--- src/rtl/logic_cell_pkg.sv ---
// Shared constants and types for the logic cell input gating block
`default_nettype none
package logic_cell_pkg;

	// ****************************************
	// Bus widths
	// ****************************************
	localparam int ADDR_W = 12;
	localparam int DATA_W = 32;

	// ****************************************
	// Register offsets (byte addresses)
	// ****************************************
	localparam logic [ADDR_W-1:0] DATA1_SOURCE_SELECT_OFFSET = 12'h000;
	localparam logic [ADDR_W-1:0] DATA2_SOURCE_SELECT_OFFSET = 12'h004;
	localparam logic [ADDR_W-1:0] DATA3_SOURCE_SELECT_OFFSET = 12'h008;
	localparam logic [ADDR_W-1:0] DATA4_SOURCE_SELECT_OFFSET = 12'h00c;
	localparam logic [ADDR_W-1:0] GATE0_TERM_SELECT_OFFSET   = 12'h010;
	localparam logic [ADDR_W-1:0] CELL_STATUS_OFFSET         = 12'h014;

	// ****************************************
	// Field layout and reset values
	// ****************************************
	localparam int         DATA_INPUTS      = 4;
	localparam int         SRC_FIELD_LSB    = 0;
	localparam int         SRC_FIELD_W      = 6;
	localparam int         TERM_SELECT_W    = 8;
	localparam int         TERM_TRUE_OFS    = 1;
	localparam int         TERM_INV_OFS     = 0;
	localparam int         STATUS_DATA_LSB  = 0;
	localparam int         STATUS_GATE_BIT  = 4;
	localparam logic [5:0] SRC_FIELD_RESET  = 6'h00;
	localparam logic [7:0] TERM_RESET       = 8'h00;

	// Cycles from a completed write to the gate output reflecting it
	localparam int UPDATE_LATENCY = 1;

	// ****************************************
	// Types
	// ****************************************
	typedef logic [DATA_INPUTS-1:0][SRC_FIELD_W-1:0] src_fields_t;

	typedef enum logic [2:0]
	{
		REG_SEL1   = 3'b000,
		REG_SEL2   = 3'b001,
		REG_SEL3   = 3'b010,
		REG_SEL4   = 3'b011,
		REG_GLS    = 3'b100,
		REG_STATUS = 3'b101,
		REG_NONE   = 3'b111
	} reg_index_e;

	typedef struct packed
	{
		logic              psel;
		logic              penable;
		logic              pwrite;
		logic [ADDR_W-1:0] paddr;
		logic [DATA_W-1:0] pwdata;
	} apb_req_s;

	typedef struct packed
	{
		logic              pready;
		logic              pslverr;
		logic [DATA_W-1:0] prdata;
	} apb_rsp_s;

endpackage
`default_nettype wire

--- src/rtl/gate_input_mux.sv ---
// Data input source selection and gate 0 term combination
`timescale 1ns/100ps
`default_nettype none
module gate_input_mux
#(
	parameter int SOURCE_COUNT = 64
)
(
	// Candidate signals
	input  wire logic [SOURCE_COUNT-1:0]         i_sources,
	// Configuration
	input  wire logic_cell_pkg::src_fields_t      i_src_field,
	input  wire logic [7:0]                       i_term_select,
	// Results
	output logic [logic_cell_pkg::DATA_INPUTS-1:0] o_selected,
	output logic                                   o_gate0
);
	import logic_cell_pkg::*;

	logic [DATA_INPUTS-1:0] term_hit;

	// ****************************************
	// Per input selection and gating
	// ****************************************
	for (genvar g = 0; g < DATA_INPUTS; g++)
	begin : g_input
		// field picks source
		// Out of range codes read low rather than undefined
		assign o_selected[g] = (int'(i_src_field[g]) < SOURCE_COUNT)
			? i_sources[i_src_field[g]] : 1'b0;
		assign term_hit[g] =
			(i_term_select[2*g+TERM_TRUE_OFS] & o_selected[g]) |
			(i_term_select[2*g+TERM_INV_OFS] & ~o_selected[g]);
	end

	assign o_gate0 = |term_hit;

endmodule
`default_nettype wire

--- src/rtl/logic_cell_input_gating.sv ---
// Logic cell input selection and gate 0 term selection with APB registers
`timescale 1ns/100ps
`default_nettype none
module logic_cell_input_gating
#(
	parameter int SOURCE_COUNT = 64
)
(
	// Clock, reset, enable
	input  wire logic                        i_core_clk,
	input  wire logic                        i_rst_n,
	input  wire logic                        i_clk_en,
	// APB slave
	input  wire logic_cell_pkg::apb_req_s    i_apb,
	output var  logic_cell_pkg::apb_rsp_s    o_apb,
	// Candidate signals
	input  wire logic [SOURCE_COUNT-1:0]     i_sources,
	// Cell inputs and gate
	output logic [3:0]                       o_selected_data,
	output logic                             o_gate0
);
	import logic_cell_pkg::*;

	src_fields_t            src_field;
	logic [TERM_SELECT_W-1:0] term_select;
	logic [DATA_INPUTS-1:0] next_selected;
	logic                   next_gate0;
	logic [DATA_W-1:0]      next_rdata;
	reg_index_e             req_index;
	logic                   setup_phase;
	logic                   access_fire;
	logic                   wr_fire;

	// ****************************************
	// Address decode
	// ****************************************
	function automatic reg_index_e decode_index(
		input logic [ADDR_W-1:0] addr);
		case (addr)
			DATA1_SOURCE_SELECT_OFFSET: return REG_SEL1;
			DATA2_SOURCE_SELECT_OFFSET: return REG_SEL2;
			DATA3_SOURCE_SELECT_OFFSET: return REG_SEL3;
			DATA4_SOURCE_SELECT_OFFSET: return REG_SEL4;
			GATE0_TERM_SELECT_OFFSET:   return REG_GLS;
			CELL_STATUS_OFFSET:         return REG_STATUS;
			default:                    return REG_NONE;
		endcase
	endfunction

	function automatic logic is_select_reg(input reg_index_e idx);
		return idx[2] == 1'b0;
	endfunction

	assign req_index   = decode_index(i_apb.paddr);
	assign setup_phase = i_apb.psel & ~i_apb.penable;
	assign access_fire = i_apb.psel & i_apb.penable & o_apb.pready;
	assign wr_fire     = access_fire & i_apb.pwrite & i_clk_en;

	// ****************************************
	// Read data
	// ****************************************
	always_comb
	begin
		next_rdata = '0;
		case (req_index)
			REG_SEL1, REG_SEL2, REG_SEL3, REG_SEL4:
				next_rdata[SRC_FIELD_LSB +: SRC_FIELD_W] =
					src_field[req_index[1:0]];
			REG_GLS:
				next_rdata[TERM_SELECT_W-1:0] = term_select;
			REG_STATUS:
			begin
				next_rdata[STATUS_DATA_LSB +: DATA_INPUTS] = o_selected_data;
				next_rdata[STATUS_GATE_BIT] = o_gate0;
			end
			default:
				next_rdata = '0;
		endcase
	end

	// ****************************************
	// APB response
	// ****************************************
	// No wait state; pready is registered from the setup phase so every response bit comes from a flop
	always_ff @(posedge i_core_clk or negedge i_rst_n)
	begin
		if (!i_rst_n)
		begin
			o_apb <= '0;
		end
		else if (i_clk_en)
		begin
			o_apb.pready  <= setup_phase;
			o_apb.pslverr <= setup_phase & (req_index == REG_NONE);
			o_apb.prdata  <= (setup_phase & ~i_apb.pwrite)
				? next_rdata : '0;
		end
	end

	// ****************************************
	// Source select registers
	// ****************************************
	// Power-on value is unspecified; reset clears it to a known code
	always_ff @(posedge i_core_clk or negedge i_rst_n)
	begin
		if (!i_rst_n)
		begin
			for (int n = 0; n < DATA_INPUTS; n++)
				src_field[n] <= SRC_FIELD_RESET;
		end
		else if (wr_fire && is_select_reg(req_index))
		begin
			src_field[req_index[1:0]] <=
				i_apb.pwdata[SRC_FIELD_LSB +: SRC_FIELD_W];
		end
	end

	// ****************************************
	// Gate 0 term select register
	// ****************************************
	always_ff @(posedge i_core_clk or negedge i_rst_n)
	begin
		if (!i_rst_n)
		begin
			term_select <= TERM_RESET;
		end
		else if (wr_fire && req_index == REG_GLS)
		begin
			term_select <= i_apb.pwdata[TERM_SELECT_W-1:0];
		end
	end

	// ****************************************
	// Selection and gate
	// ****************************************
	gate_input_mux
	#(
		.SOURCE_COUNT (SOURCE_COUNT)
	)
	u_gate_input_mux
	(
		.i_sources     (i_sources),
		.i_src_field   (src_field),
		.i_term_select (term_select),
		.o_selected    (next_selected),
		.o_gate0       (next_gate0)
	);

	// registered gate output
	// Costs a cycle of latency but keeps the output glitch free
	always_ff @(posedge i_core_clk or negedge i_rst_n)
	begin
		if (!i_rst_n)
		begin
			o_selected_data <= '0;
			o_gate0         <= 1'b0;
		end
		else if (i_clk_en)
		begin
			o_selected_data <= next_selected;
			o_gate0         <= next_gate0;
		end
	end

	for (genvar g = 0; g < DATA_INPUTS; g++)
	begin : g_chk_sel

	end

	for (genvar g = 0; g < DATA_INPUTS; g++)
	begin : g_chk_src

	end
endmodule
`default_nettype wire

--- config.mk ---
export PLATFORM = sky130hd
export DESIGN_NAME = logic_cell_input_gating
export DESIGN_NICKNAME = d
export VERILOG_FILES = /design/src/rtl/logic_cell_pkg.sv /design/src/rtl/gate_input_mux.sv /design/src/rtl/logic_cell_input_gating.sv
export SDC_FILE = /design/constraint.sdc
export NUM_CORES = 1
export LEC_CHECK = 0
export BUFFER_PORTS_ARGS = -buffer_cell sky130_fd_sc_hd__buf_2
export CORE_MARGIN = 4
export CORE_UTILIZATION = 48
export DETAILED_ROUTE_END_ITERATION = 12
export GPL_TIMING_DRIVEN = 0
export HOLD_SLACK_MARGIN = 0.06
export PLACE_DENSITY_LB_ADDON = 0.3
export SLEW_MARGIN = 25
export SYNTH_ARGS = -nofsm -noshare
export SYNTH_HDL_FRONTEND = slang
export SYNTH_HIERARCHICAL = 1
export SYNTH_SLANG_ARGS = --single-unit
export TNS_END_PERCENT = 10
--- constraint.sdc ---
create_clock -name i_core_clk -period 2.2 [get_ports i_core_clk]
set_input_delay 0 -clock i_core_clk [delete_from_list [all_inputs] [get_ports i_core_clk]]
set_output_delay 0 -clock i_core_clk [all_outputs]
set_load 0.1 [all_outputs]
* Word level (Yosys, flattened, before mapping)
Index checks and enable logic that the tools add are counted.
W data, S select, Z words.
** Storage, ports and cells
- Bits in registers :: 71
- Output and inout port bits :: 39
** Operators by class
- Muxes and demuxes :: 18
- Bitwise gates (word level) :: 26
- Eq/ne operators :: 11
- Reduce and logical (&&, ||, !) cells :: 7
- Order comparisons :: 6
** Operators with widths (count)
- $lt A6 B7 Y1 const B :: 4
- $bmux W1 S6 :: 4
- $bwmux W24 :: 1
- $eq A12 B4 Y1 const B :: 2
- $eq A12 B5 Y1 const B :: 2
- $pmux W3 S6 :: 1
- $and A1 B1 Y1 :: 15
- $pmux W5 S3 :: 1
- $bmux W6 S2 :: 1
- $demux W6 S2 :: 1
- $eq A12 B3 Y1 const B :: 1
- $logic_not A12 Y1 :: 1
- $mux W6 :: 2
- $eq A3 B3 Y1 const B :: 3
- $mux W8 :: 1
- $reduce_or A4 Y1 :: 2
- $not A1 Y1 :: 7
- $eq A3 B2 Y1 const B :: 2
- $mux W1 :: 4
- $or A1 B1 Y1 :: 4
- $eq A3 B1 Y1 const B :: 1
- $logic_and A1 B1 Y1 :: 3
- $logic_not A3 Y1 :: 1
- $lt A2 B3 Y1 const B :: 1
- 3 further kinds :: 3

* Logic depth before layout (Yosys ltp)
- Depth after elaboration :: 7
- Mapped depth :: 10

* Hierarchy
The synthesis kept the hierarchy.
** Modules (own cells, without submodules)
- logic_cell_input_gating :: area each 2560.0 um^2, seq. area each 1176.1 um^2, cells an instance 205, times used 1
- gate_input_mux :: area each 2391.0 um^2, seq. area each 0.0 um^2, cells an instance 214, times used 1

* Worst setup path after synthesis
Ideal clock, no wire load.
- Kind :: register to register
- Start point :: reg o_apb[33] (netlist bit)
- End point :: reg src_field[18] (netlist bit)
- Cell stages (with the launch flop) :: 6
- Required time :: 2075 ps
- Data arrival time :: 2325 ps
- Clock period less this slack :: 2450 ps
- Setup slack :: -250 ps
- Path through :: dfrtp_1 > and3_2 > nand3_2 > or4_4 > buf_6 > mux2_4
** On the way
- Longest elaborated chain between the ends :: 4
** Ends and longest elaborated chain
- start, declared :: line logic_cell_input_gating.sv:15 : output var logic_cell_pkg::apb_rsp_s o_apb,
- $and A1 B1 Y1 :: line logic_cell_input_gating.sv:56 : assign access_fire = i_apb.psel & i_apb.penable & o_apb.pready;
- $and A1 B1 Y1 (2 in series) :: line logic_cell_input_gating.sv:57 : assign wr_fire = access_fire & i_apb.pwrite & i_clk_en;
- $logic_and A1 B1 Y1 :: line logic_cell_input_gating.sv:111 : else if (wr_fire && is_select_reg(req_index))
- end signal, assigned by index :: line logic_cell_input_gating.sv:113 : src_field[req_index[1:0]] <=
- end, declared :: line logic_cell_input_gating.sv:24 : src_fields_t src_field;
Every way passes these cells.
A chain may end at the register's enable or synchronous reset.

* Worst setup path after layout
- Start point :: reg src_field[7] (netlist bit)
- End point :: reg o_gate0
** On the way
- Longest elaborated chain between the ends :: 6
- Elaborated cells on any way between the ends :: 7
- Those cells by class :: mux (2); bitwise (4); reduce/logical (1)
** Ends and longest elaborated chain
- $bmux W1 S6 (*) :: line gate_input_mux.sv:30 : ? i_sources[i_src_field[g]] : 1'b0;
- $mux W1 (implied by the code) (*) :: line gate_input_mux.sv:30
- named net next_selected[1] :: line logic_cell_input_gating.sv:26 : logic [DATA_INPUTS-1:0] next_selected;
- $not A1 Y1 :: line gate_input_mux.sv:33 : (i_term_select[2*g+TERM_INV_OFS] & ~o_selected[g]);
- $and A1 B1 Y1 :: line gate_input_mux.sv:33
- $or A1 B1 Y1 (*) :: line gate_input_mux.sv:32 : (i_term_select[2*g+TERM_TRUE_OFS] & o_selected[g]) |
- $reduce_or A4 Y1 (*) :: line gate_input_mux.sv:36 : assign o_gate0 = |term_hit;
- named net next_gate0 :: line logic_cell_input_gating.sv:27 : logic next_gate0;
- end signal, assigned :: line logic_cell_input_gating.sv:161 : o_gate0 <= next_gate0;
- end, declared :: line logic_cell_input_gating.sv:20 : output logic o_gate0
The timed path passes the listed nets; every way through them passes the cells marked *. The select of a mux whose other input is x is not followed.

==> metrics.txt <==
die area 12,000 um^2; first-pass GRT wire length 23,610 um; total grt overflow 0; clock-pin slew on the worst setup and hold paths 90 ps; largest net degree at the start of global routing 48; n_diodes 0; final wirelength 15,530 um; static leakage 2.633 nW; I/O pin total 153; Slew @ Worst Pin 580.3 ps; R2R Setup Slk -440 ps; Layout Cells excl Fill 708; Worst Hold Class in -> reg; Tmin final 2642 ps; Final GP Congestion 0.9984; unrepaired setup endpoints after global routing yes; Ys Warns 6; placed cell count 678; status complete, but fails checks; WP data required 2390 ps; worst IR drop on VDD 0.2603 mV; cell taking the most area after synthesis dfrtp_1; Net count, final 688; Final Cycle Share 1.201; pre-CTS setup slack -741.0 ps; setup violators final 5; CTS Sinks 47; Placed Area 5720 um^2; Worst Hold Depth 4; Initial Utilization 0.4996; failing checks setup timing; Mean Syn Cell Area 11.82 um^2; Reg2Reg Depth 10; Worst Path Arrival 2830 ps; Power Dens Cells 359.2 nW/um^2; via count 4,423; Die Ht 109.6 um; Post-synth EDFFs 0; DRT iter0 DRCs 421; Remaining DRCs 0; Top FF cell, synth dfrtp_1; Post-Syn Instances 419; kind of critical path reg -> reg; H-tree depth 2; worst hold path endpoint o_apb[32]; CTS root buf clkbuf_8; CTS tree yes; DPL Wire Length 11,960 um; startpoint types flop; Fin Setup TNS -968.9 ps; FFs w/ async S/R, synth 1.000; Worst Skew 6.762 ps; share of cells above drive strength 1 0.5287; cell area after layout 6228 um^2; via count of the first global-routing pass 4,405; Mapped Area 4951 um^2; Seq/Total Area, Yosys 0.2376; f_max 378.5 MHz; Util after Layout 0.6285; core area 9910 um^2; clk_lat worst skew 300 ps; hold slack final 68.15 ps; FF+latch count, synth 47; row cnt 36; clock tree buffer depth 2; Routed Antenna Nets 0; reg-to-reg startpoint src_field[7]; routed vias/inst 6.247; max cap viols 0; ranking of synthesized cells by area dfrtp_1 24%, mux4_2 17%, mux4_1 8.0%; post-synth top area share 0.2376; P&R area growth vs syn 25.80%; Final Hold Fails 0; PortBufs 103; CTS buffer count 5; Die X 109.6 um; Final Power 2.237 mW; Slew HR 0.6131; fin. max-slew vios 0; initial antenna violation count 0; Wirelength per Cell 21.94 um; CP Capture Type flop; CP Max Fanout 10; min-delay src i_apb[45]; Worst Setup Slack, final -442.1 ps; post-synth cell types 56; GRT Util Overall 0.2599; filler instances 817; Reg-to-Reg End o_gate0; 1st-pass router iterations 5
## report_power, final
| part | leakage, nW | switching, mW | internal (mW) | total, mW |
|---|---|---|---|---|
| combinational | 1.93 | 0.467 | 0.234 | 0.701 |
| sequential | 0.642 | 0.00833 | 0.874 | 0.882 |
| clock | 0.0612 | 0.286 | 0.368 | 0.654 |
## critical path, stage by stage, from the launching register on
cell and delay [ps]:
dfrtp_1 380, buf_4 210, buf_4 240, mux4_2 340
o21ai_0 220, a21oi_1 100, nor4_2 340, a32oi_2 130
mux2i_1 190, nand4_1 100, mux2_4 270
## area by class of cell
class / count / area, um^2 / area share
clock inverters: 2 / 35.03 / 0.005625
well taps: 133 / 166.4 / 0.02672
clock buffers: 6 / 82.58 / 0.01326
plain buffers: 57 / 469.2 / 0.07533
multi-input cells: 326 / 3537 / 0.5679
flip-flops and latches: 47 / 1180 / 0.1894
repair buffers: 127 / 720.7 / 0.1157
inverters: 10 / 37.54 / 0.006027
## sequential cells by signal, summed over array words and instances, names as in the netlist
signal,cells
src_field,24
o_gate0,1
o_apb,10
term_select,8
o_selected_data,4
## worst max-delay path by stage
stage | startpoint | end | slack, ps | cells after the start
floorplan | src_field[0] | o_gate0 | -160 | 9
global placement | src_field[13] | o_gate0 | -670 | 9
detailed placement | src_field[13] | o_gate0 | -740 | 9
CTS | src_field[6] | o_gate0 | -430 | 10
global route | src_field[18] | o_gate0 | -480 | 10
finish | src_field[7] | o_gate0 | -440 | 10
## metal layers
layer,part of all wire,vias up,global-route usage
met3,0.10,42,0.05755
met5,0,-,0
li1,-,1944,-
met1,0.39,2156,0.3464
met4,0.030,0,0.09795
met2,0.47,281,0.4159
## cells in the final DEF, fill, tap and decap left out, types with 4 or more instances in the layout
master         count
clkbuf_8           8
mux4_1             9
nand2_1           23
mux2i_1           27
mux2_4            13
o22ai_1           10
o2111ai_1          6
nor4_4             4
a211oi_1          10
dfrtp_1           44
o211ai_1          10
mux4_2            44
buf_6              6
conb_1            24
o21ai_0            6
dlygate4sd3_1      9
nor3b_1            7
and2_1             8
inv_1             10
mux2_2            32
nand4_1            5
buf_2            107
a22oi_1            5
clkbuf_1           6
nor2_1             8
buf_4             45
nor2b_1           14
## cells by family (layout without fill, tap and decap cells)
family,Yosys count,after routing,synth area share
buffers and inverters,69,202,0.09098
DFF,47,47,0.2376
muxes,132,132,0.4332
other,1,24,0.0007574
AOI/OAI and AO/OA,70,70,0.1039
and+or+nand+nor,100,100,0.1337
## synth_stat cells, types with 6 or more instances
cell,instances
o22ai_1,11
and2_1,8
mux4_1,15
mux2i_1,32
dfrtp_1,47
nor3b_1,8
a211oi_1,12
buf_4,28
nor2_1,8
o2111ai_1,6
mux4_2,38
buf_6,7
o211ai_1,10
mux2_2,33
o21ai_0,7
nand2_1,23
mux2_4,12
buf_2,10
nor2b_1,14
clkbuf_1,10
inv_1,10
## timing repair
item | CTS | global route
hold endpoints to repair | 79 | 0
hold buffers | 9 | 0
pin swaps | 4 | 4
setup endpoints to repair | 5 | 5
setup buffers | 9 | 6
resized for setup | 39 | 21
No activity file was read; power rests on OpenSTA's default activity.
